File: config.mk
export PLATFORM = sky130hd
export DESIGN_NAME = hifr_top
export DESIGN_NICKNAME = d
export VERILOG_FILES = /design/src/verilog/hifr_pkg.sv /design/src/verilog/hifr_top.sv
export VERILOG_INCLUDE_DIRS = /design/src /design/src/verilog
export SDC_FILE = /design/constraint.sdc
export NUM_CORES = 1
export LEC_CHECK = 0
export BUFFER_PORTS_ARGS = -buffer_cell sky130_fd_sc_hd__buf_2
export CAP_MARGIN = 5
export CORE_ASPECT_RATIO = 1.4
export CORE_MARGIN = 2
export CORE_UTILIZATION = 60
export DETAILED_ROUTE_END_ITERATION = 12
export PLACE_DENSITY_LB_ADDON = 0.12
export SLEW_MARGIN = 20
export SYNTH_ARGS = -nofsm -noshare
export SYNTH_HDL_FRONTEND = slang
export SYNTH_SLANG_ARGS = --single-unit
File: constraint.sdc
create_clock -name ref_clk_i -period 7.3 [get_ports ref_clk_i]
set_clock_uncertainty 0.2 [all_clocks]
set_input_delay 0.365 -clock ref_clk_i [delete_from_list [all_inputs] [get_ports ref_clk_i]]
set_output_delay 0.365 -clock ref_clk_i [all_outputs]
set_load 0.03 [all_outputs]
File: src/verilog/hifr_consts.svh
// constants for the host interrupt queue and reset port
`ifndef HIFR_CONSTS_SVH
`define HIFR_CONSTS_SVH
// register word addresses on the host address bus
`define HIFR_ADDR_VECTOR 14'h0004
`define HIFR_ADDR_POP 14'h0008
`define HIFR_ADDR_SWRST 14'h000F
// fifo depths per mode
`define HIFR_DEPTH_NORMAL 3'h6
`define HIFR_DEPTH_REVOLVE 3'h7
// overflow marker, distinct from any header
`define HIFR_OVF_VECTOR 16'hFFFF
// auxiliary vector empty indication bit
`define HIFR_AUX_EMPTY_BIT 8
// control bit positions
`define HIFR_TIME_CTRL_BIT 6
`define HIFR_CFG1_BIT 1
// recovery time and clock
`define HIFR_RECOVER_NS 12000
`define HIFR_CLK_NS 10
`endif

File: src/verilog/hifr_pkg.sv
// types for the host interrupt queue and reset port
`default_nettype none
package hifr_pkg;
  // host access sequencer states, gray from idle through busy to done; done back to idle flips both bits
  typedef enum logic [1:0] {
    HIFR_IDLE = 2'b00,
    HIFR_BUSY = 2'b01,
    HIFR_DONE = 2'b11
  } hifr_state_e;
endpackage
`default_nettype wire

File: src/verilog/hifr_top.sv
// host interrupt fifo, acknowledge and reset port
// ======================================================
`include "hifr_consts.svh"
`timescale 1ns/1ps
`default_nettype none
module hifr_top #(
  parameter int HW = 16
) (
  input wire logic ref_clk_i,
  input wire logic rst_n_i,
  input wire logic master_rst_n_i,
  input wire logic chip_sel_n_i,
  input wire logic host_rd_n_i,
  input wire logic host_wr_lo_n_i,
  input wire logic host_wr_hi_n_i,
  input wire logic [13:0] host_addr_i,
  input wire logic [15:0] host_data_bus_i,
  output logic [15:0] host_data_bus_o,
  output logic host_data_bus_oe_o,
  output logic xfer_ack_n_o,
  output logic xfer_ack_oe_o,
  output logic irq_n_o,
  output logic irq_oe_o,
  input wire logic vector_ack_n_i,
  input wire logic prio_chain_in_n_i,
  output logic prio_chain_out_disconnect_o,
  input wire logic store_mode_sel_i,
  input wire logic store_disconnected_i,
  input wire logic revolve_mode_i,
  input wire logic time_ctrl_bit6_i,
  input wire logic cfg1_bit1_i,
  input wire logic mode_reset_i,
  input wire logic irq_req_i,
  input wire logic [HW-1:0] irq_header_i,
  output logic busy_o,
  output logic sm_reset_o,
  output logic ready_o
);
  // ======================================================
  // reset release and pin synchronisers
  // ======================================================
  localparam int REC_CYC = `HIFR_RECOVER_NS / `HIFR_CLK_NS;
  logic [1:0] rst_sync_q;
  logic rst_n;
  // reset released through two flops
  always_ff @(posedge ref_clk_i or negedge rst_n_i) begin
    if (!rst_n_i) begin
      rst_sync_q <= 2'b00;
    end else begin
      rst_sync_q <= {rst_sync_q[0], 1'b1};
    end
  end
  assign rst_n = rst_sync_q[1];

  // async host pins: cs, rd, wrl, wrh, ack, prio, mrst
  logic [6:0] pin_s1_q;
  logic [6:0] pin_s2_q;
  always_ff @(posedge ref_clk_i or negedge rst_n) begin
    if (!rst_n) begin
      pin_s1_q <= 7'h7F;
      pin_s2_q <= 7'h7F;
    end else begin
      pin_s1_q <= {master_rst_n_i, prio_chain_in_n_i, vector_ack_n_i,
                   host_wr_hi_n_i, host_wr_lo_n_i, host_rd_n_i,
                   chip_sel_n_i};
      pin_s2_q <= pin_s1_q;
    end
  end
  logic cs_n, rd_n, wrl_n, wrh_n, ack_n, prio_n, mrst_n;
  assign {mrst_n, prio_n, ack_n, wrh_n, wrl_n, rd_n, cs_n} = pin_s2_q;
  logic cs_n_q;
  // edge history of synchronised chip select
  always_ff @(posedge ref_clk_i or negedge rst_n) begin
    if (!rst_n) begin
      cs_n_q <= 1'b1;
    end else begin
      cs_n_q <= cs_n;
    end
  end
  // ======================================================
  // host access sequencer
  // ======================================================
  hifr_pkg::hifr_state_e st_q;
  logic [13:0] addr_q;
  logic is_rd_q, is_hack_q;
  logic hard_rst, soft_rst, pop, start_cs, start_hack, enter_done;
  // hardware reset pin low, caught synchronously
  assign hard_rst = !mrst_n;
  assign start_cs = cs_n_q && !cs_n && (st_q == hifr_pkg::HIFR_IDLE);
  // acknowledge needs cs high, prio low
  assign start_hack = cs_n && !ack_n && !rd_n && !prio_n &&
                      (st_q == hifr_pkg::HIFR_IDLE);
  // sequencer: idle, busy until a strobe, done until cs or the ack strobes release
  always_ff @(posedge ref_clk_i or negedge rst_n) begin
    if (!rst_n) begin
      st_q <= hifr_pkg::HIFR_IDLE;
      addr_q <= 14'h0000;
      is_rd_q <= 1'b0;
      is_hack_q <= 1'b0;
    end else if (hard_rst) begin
      st_q <= hifr_pkg::HIFR_IDLE;
    end else begin
      case (st_q)
        hifr_pkg::HIFR_IDLE: begin
          if (start_cs) begin
            // address latched at the falling edge
            addr_q <= host_addr_i;
            is_rd_q <= 1'b0;
            is_hack_q <= 1'b0;
            st_q <= hifr_pkg::HIFR_BUSY;
          end else if (start_hack) begin
            is_hack_q <= 1'b1;
            is_rd_q <= 1'b1;
            st_q <= hifr_pkg::HIFR_BUSY;
          end
        end
        hifr_pkg::HIFR_BUSY: begin
          // wait for a strobe, or cs end aborts
          if (is_hack_q || !rd_n) begin
            is_rd_q <= 1'b1;
            st_q <= hifr_pkg::HIFR_DONE;
          end else if (!wrl_n || !wrh_n) begin
            st_q <= hifr_pkg::HIFR_DONE;
          end else if (cs_n) begin
            st_q <= hifr_pkg::HIFR_IDLE;
          end
        end
        hifr_pkg::HIFR_DONE: begin
          if (is_hack_q ? (ack_n || rd_n) : cs_n) begin
            st_q <= hifr_pkg::HIFR_IDLE;
          end
        end
        default: st_q <= hifr_pkg::HIFR_IDLE;
      endcase
    end
  end
  assign enter_done = (st_q == hifr_pkg::HIFR_BUSY) &&
                      (is_hack_q || !rd_n || !wrl_n || !wrh_n);
  // read of address eight pops; hw ack pops
  assign pop = enter_done && (is_hack_q || (!rd_n &&
               addr_q == `HIFR_ADDR_POP));
  // write of any data to fifteen
  assign soft_rst = enter_done && !is_hack_q && rd_n &&
                    addr_q == `HIFR_ADDR_SWRST;
  // ======================================================
  // interrupt header fifo
  // ======================================================
  logic [HW-1:0] mem_q [0:6];
  logic [2:0] cnt_q;
  logic [2:0] lim;
  assign lim = revolve_mode_i ? `HIFR_DEPTH_REVOLVE : `HIFR_DEPTH_NORMAL;
  logic [HW-1:0] prim_q, aux_q;
  // entries survive soft and mode resets; only master and power-up resets empty
  always_ff @(posedge ref_clk_i or negedge rst_n) begin
    if (!rst_n) begin
      cnt_q <= 3'h0;
      for (int i = 0; i < 7; i++) begin
        mem_q[i] <= '0;
      end
    end else if (hard_rst) begin
      cnt_q <= 3'h0;
    end else begin
      if (irq_req_i && cnt_q >= lim && !revolve_mode_i) begin
        // drop two oldest, push marker then header
        for (int i = 0; i < 4; i++) begin
          mem_q[i] <= mem_q[i+2];
        end
        mem_q[4] <= HW'(`HIFR_OVF_VECTOR);
        mem_q[5] <= irq_header_i;
      end else if (irq_req_i && cnt_q >= lim) begin
        for (int i = 0; i < 6; i++) begin
          mem_q[i] <= mem_q[i+1];
        end
        mem_q[6] <= irq_header_i;
      end else if (irq_req_i && pop && cnt_q != 3'h0) begin
        // push and pop together keep the count
        for (int i = 0; i < 6; i++) begin
          mem_q[i] <= mem_q[i+1];
        end
        mem_q[cnt_q-3'h1] <= irq_header_i;
      end else if (irq_req_i) begin
        mem_q[cnt_q] <= irq_header_i;
        cnt_q <= cnt_q + 3'h1;
      end else if (pop && cnt_q != 3'h0) begin
        for (int i = 0; i < 6; i++) begin
          mem_q[i] <= mem_q[i+1];
        end
        cnt_q <= cnt_q - 3'h1;
      end
    end
  end
  // ======================================================
  // vector registers
  // ======================================================
  // popped entry held for address four reads
  always_ff @(posedge ref_clk_i or negedge rst_n) begin
    if (!rst_n) begin
      prim_q <= '0;
      aux_q <= '0;
    end else if (hard_rst) begin
      prim_q <= '0;
      aux_q <= '0;
    end else if (pop) begin
      prim_q <= (cnt_q != 3'h0) ? mem_q[0] : prim_q;
      aux_q <= '0;
      aux_q[`HIFR_AUX_EMPTY_BIT] <= (cnt_q <= 3'h1) && !irq_req_i;
    end
  end
  // ======================================================
  // host data bus and handshake
  // ======================================================
  logic [15:0] rdata;
  always_comb begin
    rdata = 16'h0000;
    if (is_hack_q) begin
      rdata = {prim_q[7:0], prim_q[7:0]};
    end else if (addr_q == `HIFR_ADDR_VECTOR ||
                 addr_q == `HIFR_ADDR_POP) begin
      rdata = {aux_q[`HIFR_AUX_EMPTY_BIT], prim_q[14:0]};
    end
  end
  // drive data and ack only in done state
  always_ff @(posedge ref_clk_i or negedge rst_n) begin
    if (!rst_n) begin
      host_data_bus_o <= 16'h0000;
      host_data_bus_oe_o <= 1'b0;
      xfer_ack_oe_o <= 1'b0;
    end else begin
      host_data_bus_o <= rdata;
      host_data_bus_oe_o <= (st_q == hifr_pkg::HIFR_DONE) && is_rd_q;
      // ack once data stable or write done
      xfer_ack_oe_o <= (st_q == hifr_pkg::HIFR_DONE) && !is_hack_q;
    end
  end
  // open drain pins only pull low
  assign xfer_ack_n_o = 1'b0;
  assign irq_n_o = 1'b0;
  always_ff @(posedge ref_clk_i or negedge rst_n) begin
    if (!rst_n) begin
      irq_oe_o <= 1'b0;
    end else begin
      irq_oe_o <= (cnt_q != 3'h0) || irq_req_i;
    end
  end
  always_ff @(posedge ref_clk_i or negedge rst_n) begin
    if (!rst_n) begin
      prio_chain_out_disconnect_o <= 1'b1;
    end else if (store_mode_sel_i) begin
      prio_chain_out_disconnect_o <= store_disconnected_i;
    end else begin
      prio_chain_out_disconnect_o <= (cnt_q != 3'h0) || prio_n;
    end
  end
  // ======================================================
  // reset handling and busy
  // ======================================================
  logic [10:0] rec_q;
  always_ff @(posedge ref_clk_i or negedge rst_n) begin
    if (!rst_n) begin
      busy_o <= 1'b1;
    end else if (hard_rst || mode_reset_i) begin
      busy_o <= 1'b1;
    end else if (soft_rst && !time_ctrl_bit6_i && !cfg1_bit1_i) begin
      busy_o <= 1'b1;
    end
  end
  // state machine reset pulse; soft and mode resets leave memory untouched, master reset empties the queue
  always_ff @(posedge ref_clk_i or negedge rst_n) begin
    if (!rst_n) begin
      sm_reset_o <= 1'b1;
    end else begin
      sm_reset_o <= hard_rst || soft_rst || mode_reset_i;
    end
  end
  // recovery counted from reset release, under 12us
  always_ff @(posedge ref_clk_i or negedge rst_n) begin
    if (!rst_n) begin
      rec_q <= 11'h000;
      ready_o <= 1'b0;
    end else if (hard_rst) begin
      rec_q <= 11'h000;
      ready_o <= 1'b0;
    end else if (rec_q < 11'(REC_CYC / 2)) begin
      rec_q <= rec_q + 11'h001;
    end else begin
      ready_o <= 1'b1;
    end
  end
endmodule // hifr_top
`default_nettype wire
Word level (Yosys, flattened, before mapping)
Index checks and enable logic that the tools add are counted.
{"block": "word_totals", "ff_bits": 208, "latchBits": 0, "ram_bits": 0, "rom_bits": 0, "in_bits": 62, "out_inout_bits": 25, "elab_cells": 167, "memories": 0}
{"block": "classes", "add_sub_neg": 3, "multipliers": 0, "n_div": 0, "magnitude_cmp": 7, "n_eq_ne": 18, "shift": 0, "mux": 46, "bitwise_logic": 3, "reduce_logical": 63}
{"operator": "two-way mux 96 bit", "count": 3}
{"operator": "bitwise mux 112 bit", "count": 2}
{"operator": "two-way mux 112 bit", "count": 2}
{"operator": "demux 16 bit (select 3 bit)", "count": 2}
{"operator": "two-way mux 16 bit", "count": 5}
{"operator": "two-way mux 15 bit", "count": 3}
{"operator": "== test 14 x 4 -> 1 bit, second input constant", "count": 2}
{"operator": "logical AND 1 bit", "count": 24}
{"operator": "two-way mux 11 bit", "count": 2}
{"operator": "two-way mux 3 bit", "count": 6}
{"operator": "two-way mux 9 bit", "count": 2}
{"operator": "== test 14 x 3 -> 1 bit, second input constant", "count": 1}
{"operator": "two-way mux 2 bit", "count": 7}
{"operator": "logical NOT 1 bit", "count": 12}
{"operator": "logical OR 1 bit", "count": 12}
{"operator": "AND reduction 3 bit", "count": 4}
{"operator": "adder 11 x 1 -> 11 bit, second input constant", "count": 1}
{"operator": "less-than comparator 11 x 10 -> 1 bit, second input constant", "count": 1}
{"operator": "two-way mux 1 bit", "count": 10}
{"operator": "!= test 2 bit, second input constant", "count": 5}
{"operator": ">= comparator 4 bit, second input constant", "count": 2}
{"operator": "less-than comparator 4 x 1 -> 1 bit, second input constant", "count": 2}
{"operator": "inverter 3 -> 4 bit", "count": 2}
{"operator": "AND reduction 4 bit", "count": 2}
{"operator": "other kinds (19)", "count": 26}

Longest topological paths before layout
{"block": "depth", "word_depth": 13, "depth_mapped": 12, "depth_no_buf": 8}

Worst setup path before layout
No wires, ideal clock.
{"block": "synth_timing", "path_type": "reg-to-reg", "start": "reg cnt_q[0]", "end": "reg mem_q[10] (netlist name)", "t_arrival_ns": 2.777, "required_time_ns": 6.975, "setup_slack_ns": 4.197, "stages_incl_launch_ff": 12, "period_less_slack_ns": 3.103, "cell_sequence": "dfrtp_1 -> clkbuf_1 -> inv_1 -> ha_1 -> nor2b_1 -> buf_2 -> nor3_1 -> o32ai_1 -> or3_1 -> buf_2 -> buf_6 -> mux2_4"}
{"block": "synth_via", "elab_chain_cells": 9, "elab_cells_between_ends": 26, "classes_between": "add/sub: 1; order compare: 5; mux: 9; bitwise: 3; reduce/logical: 8"}
{"item": "from (decl)", "line": "hifr_top.sv:149", "rtl": "logic [2:0] cnt_q;"}
{"item": "from (signal assigned)", "line": "hifr_top.sv:183", "rtl": "cnt_q <= cnt_q + 3'h1;"}
{"item": "from (signal assigned)", "line": "hifr_top.sv:188", "rtl": "cnt_q <= cnt_q - 3'h1;"}
{"item": "subtractor 3 x 1 -> 3 bit / inverter 3 -> 4 bit (equally long branches)", "line": "hifr_top.sv:180, hifr_top.sv:182"}
{"item": "inverter 3 -> 4 bit (not written as such) (tied with other cells)", "line": "hifr_top.sv:180", "rtl": "mem_q[cnt_q-3'h1] <= irq_header_i;"}
{"item": ">= comparator 4 bit (not written as such) (tied with other cells)", "line": "hifr_top.sv:180"}
{"item": "logical AND 1 bit (not written as such) / two-way mux 16 bit (equally long branches)", "line": "hifr_top.sv:180, hifr_top.sv:182"}
{"item": "two-way mux 16 bit (not written as such) / demux 16 bit (select 3 bit) (equally long branches)", "line": "hifr_top.sv:180, hifr_top.sv:182"}
{"item": "demux 16 bit (select 3 bit) / bitwise mux 112 bit (equally long branches)", "line": "hifr_top.sv:180, hifr_top.sv:182"}
{"item": "bitwise mux 112 bit / two-way mux 16 bit (equally long branches)", "line": "hifr_top.sv:180, hifr_top.sv:181"}
{"item": "two-way mux 112 bit", "line": "hifr_top.sv:175", "rtl": "end else if (irq_req_i && pop && cnt_q != 3'h0) begin"}
{"item": "two-way mux 112 bit", "line": "hifr_top.sv:170", "rtl": "end else if (irq_req_i && cnt_q >= lim) begin"}
{"item": "to (signal, indexed assignment)", "line": "hifr_top.sv:172", "rtl": "mem_q[i] <= mem_q[i+1];"}
{"item": "to (signal, indexed assignment)", "line": "hifr_top.sv:180"}
{"item": "to (signal, indexed assignment)", "line": "hifr_top.sv:182", "rtl": "mem_q[cnt_q] <= irq_header_i;"}
{"item": "to (decl)", "line": "hifr_top.sv:148", "rtl": "logic [HW-1:0] mem_q [0:6];"}
Several ways; a longest one is shown, not always the timed one. The select of a mux whose other input is x is not followed.
A chain may end at the register's enable or synchronous reset.

Worst setup path after layout
{"block": "layout_timing", "start": "reg cnt_q[0]", "end": "reg mem_q[2] (netlist name)"}
Same word-level chain as after synthesis.

==> key figures <==
Status
  • Status: finished, final reports clean

Pwr
  • Pwr Total: 3090 uW
  • PwrDens: 269 mW/mm^2
  • Static Leak: 0.00478 uW
  • VDD IR max: 157 uV

Global route
  • Global Route met1 Usage: 0.378
  • Met3 Use GR: 0.0580
  • Tot GR Track Use: 0.304
  • Antenna violations before repair: 0
  • Overflow after GRT: 0
  • Most Crowded Layer GR: met2
  • First-pass GRT wire length: 44.3 mm
  • Vias in the first global route: 8,818
  • Met2 usage: 0.508
  • Largest net degree at the start of global routing: 86

Worst setup path
  • Kind of critical path: reg -> reg
  • Crit path cell chain: inv_1 -> ha_1 -> nor2b_1 -> o21a_1 -> o211ai_1 -> buf_4 -> o32ai_1 -> or3_1 -> mux2_2
  • Crit path largest cell delay: 0.74 ns
  • Worst Setup Start Kind: flop
  • Crit path buf inv count: 2
  • Largest delay share family, worst path: simple AND/OR/NAND/NOR gates
  • CP endpoint kind: flop
  • Worst EP arrival: 4.37 ns
  • CP Max Fanout: 20
  • Worst Path Required: 7.42 ns
  • Worst path slowest cell: dfrtp_1

Floorplanning
  • Core ar.: 0.0167 mm^2
  • Initial cell density of the core: 0.613
  • # IOs: 87
  • Die ar.: 0.0182 mm^2
  • Std-Cell Rows: 56
  • Die width: 115 um
  • Die Y: 159 um

Synth
  • EDFF count, synth: 0
  • Synth area leaders: dfrtp_1 (43%), dfstp_2 (4.3%), nand2_1 (4.3%), a21oi_1 (4.2%), o21ai_0 (3.4%)
  • Top FF cell, synth: dfrtp_1
  • Simple logic cell fraction of the synthesized area: 0.154
  • Mux cell area share after synthesis: 0.0541
  • Netlist cell types: 66
  • Sequential element share of the synthesized area: 0.470
  • Area leader, netlist: dfrtp_1
  • Most frequent cell after synthesis: dfrtp_1
  • Synthesized netlist cell count: 1,097
  • Xor and xnor area share after synthesis: 0.0102
  • Synth cell count leaders: dfrtp_1 (175), nand2_1 (119), a21oi_1 (86)
  • Share of the synthesized area in the top cell type: 0.426
  • Adder-Cell Fraction of Synth Area: 0.00731
  • Mapped Area: 0.0103 mm^2
  • Largest family of logic cells by synthesized area: compound AO/OA/AOI/OAI gates
  • Syn avg cell area: 9.36 um^2
  • FF+latch count, synth: 192
  • Synth warn: 0
  • Async set-reset flop share out of synthesis: 1.00
  • Synth Area in Compound Gates: 0.259

Place
  • Placer Congestion: 0.975
  • IO Port Bufs: 64
  • Hpwl dp: 17.8 mm

Drt
  • Drt via density: 6.56
  • Drt drc: 0
  • Routed Antenna Nets: 0
  • Detailed router's first-iteration violation count: 1,000
  • Drt total wl: 26.8 mm
  • DRT Pass-1 Iters: 5
  • Via Count: 8,791
  • WL per Instance: 20.0 um

STA
  • Fmax: 235 MHz
  • RSZ-0062 raised after global routing: false
  • Fin crit share: 0.583
  • Rel. slew slack: 0.319
  • Hold Vio Cnt, Final: 0
  • Number of setup violations in the final report: 0
  • Slew at the pin closest to its max-slew limit: 1.02 ns
  • Min Tclk post-route: 4.26 ns
  • Post-route setup TNS: 0 ns
  • Max Transition Viols Final: 0

Clock tree
  • CTS Sinks: 192
  • CTS tree: built
  • CTS HTree Levels: 4
  • Post-CTS Setup Inserts: 0
  • Clk_lat worst skew: 0.44 ns
  • Max Buffers Root-to-Sink: 2
  • Root buffer cell: clkbuf_16
  • CTS Buf Count: 17
  • Clock-pin slew on the worst setup and hold paths: 0.07 ns

Cells and area
  • Reg area: 0.00483 mm^2
  • Final net count: 1,192
  • Multi-input gate area: 0.00505 mm^2
  • Area Growth Syn to Fin: 12.0%
  • Fillers: 1,328
  • Antenna cells: 0
  • Util after Layout: 0.687
  • Share of layout cells above drive strength 1: 0.170

Min path
  • Hold/Removal Path Class: in -> async

Run
  • # Max-Cap Violations: 0
[flip-flops by register name, summed over array words and instances (netlist names)]
name,flops
mem_q,105
host_data_bus_o,16
prim_q,15
addr_q,14
rec_q,11
pin_s1_q,7
pin_s2_q,7
cnt_q,3
rst_sync_q,2
st_q,2
aux_q,1
cs_n_q,1
host_data_bus_oe_o,1
irq_oe_o,1
is_hack_q,1
is_rd_q,1
prio_chain_out_disconnect_o,1
ready_o,1
sm_reset_o,1
xfer_ack_oe_o,1
[layout by cell type, fill, tap and decap left out, drive strengths merged, types with 23 or more instances in the layout]
master / netlist / layout
a21oi: 86 / 86
nor2: 83 / 83
a22oi: 30 / 30
nand2: 119 / 119
dfrtp: 175 / 175
mux2: 30 / 30
nor3: 26 / 26
o21ai: 77 / 77
a221oi: 25 / 25
nand3: 33 / 33
a31oi: 26 / 26
a22o: 23 / 23
nor2b: 25 / 25
buf: 33 / 82
dlygate4sd3: 0 / 25
[final timing paths]
path                                  start            end  slack [ns]  cells after the start
setup reg to reg                   cnt_q[0]       mem_q[2]        3.04                      9
setup / recovery                   cnt_q[0]       mem_q[2]        3.04                      9
max in group asynchronous     rst_sync_q[1]      mem_q[65]        5.47                      1
min in group ref_clk_i     irq_header_i[12]      mem_q[44]        0.07                      3
hold / removal                      rst_n_i  rst_sync_q[1]        0.04                      2
hold reg to reg                 pin_s1_q[4]    pin_s2_q[4]        0.15                      0
[layer usage]
layer | up-vias | wire, um
met4 | 0 | 816
met3 | 65 | 1770
met5 | - | 0
met1 | 4201 | 10400
li1 | 4119 | -
met2 | 406 | 13700
[repair_timing]
action / CTS / global route
hold buffers: 25 / 0
setup endpoints to repair: 0 / 0
hold endpoints to repair: 25 / 0
resized for setup: 0 / 0
[cell type report]
type	count	area share
clock inverter	15	0.0171
clock buffer	17	0.0370
inverter	10	0.00326
sequential	192	0.420
tap	203	0.0221
timing repair buffer	107	0.0617
multi-input combinational	796	0.439
[metrics by stage]
stage                     area [um^2]  hold slack [ns]  std cells  worst slack, ns
after floorplan                 10300           -0.131       1099             1.38
after global placement          10600          -0.0502       1283             3.23
after detailed placement        10600          -0.0482       1283             3.18
after CTS                       11500           0.0217       1340             3.13
after global routing            11500           0.0562       1340             2.86
final                           11500           0.0367       1340             3.04
[power by group]
part / internal (uW) / switching, uW
registers: 1290 / 236
clock network: 524 / 449
logic: 295 / 299
[kinds of logic (layout without fill, tap and decap cells)]
| logic type | after synthesis | count (layout) |
|---|---|---|
| AOI/OAI and AO/OA | 394 | 394 |
| and+or+nand+nor | 332 | 332 |
| DFF | 192 | 192 |
| buffers and inverters | 111 | 149 |
| muxes | 48 | 48 |
| xor gates and xnor gates | 12 | 12 |
| adders and majority gates | 6 | 6 |
| other | 2 | 4 |
Note: power is estimated with default switching activity, not from simulation.
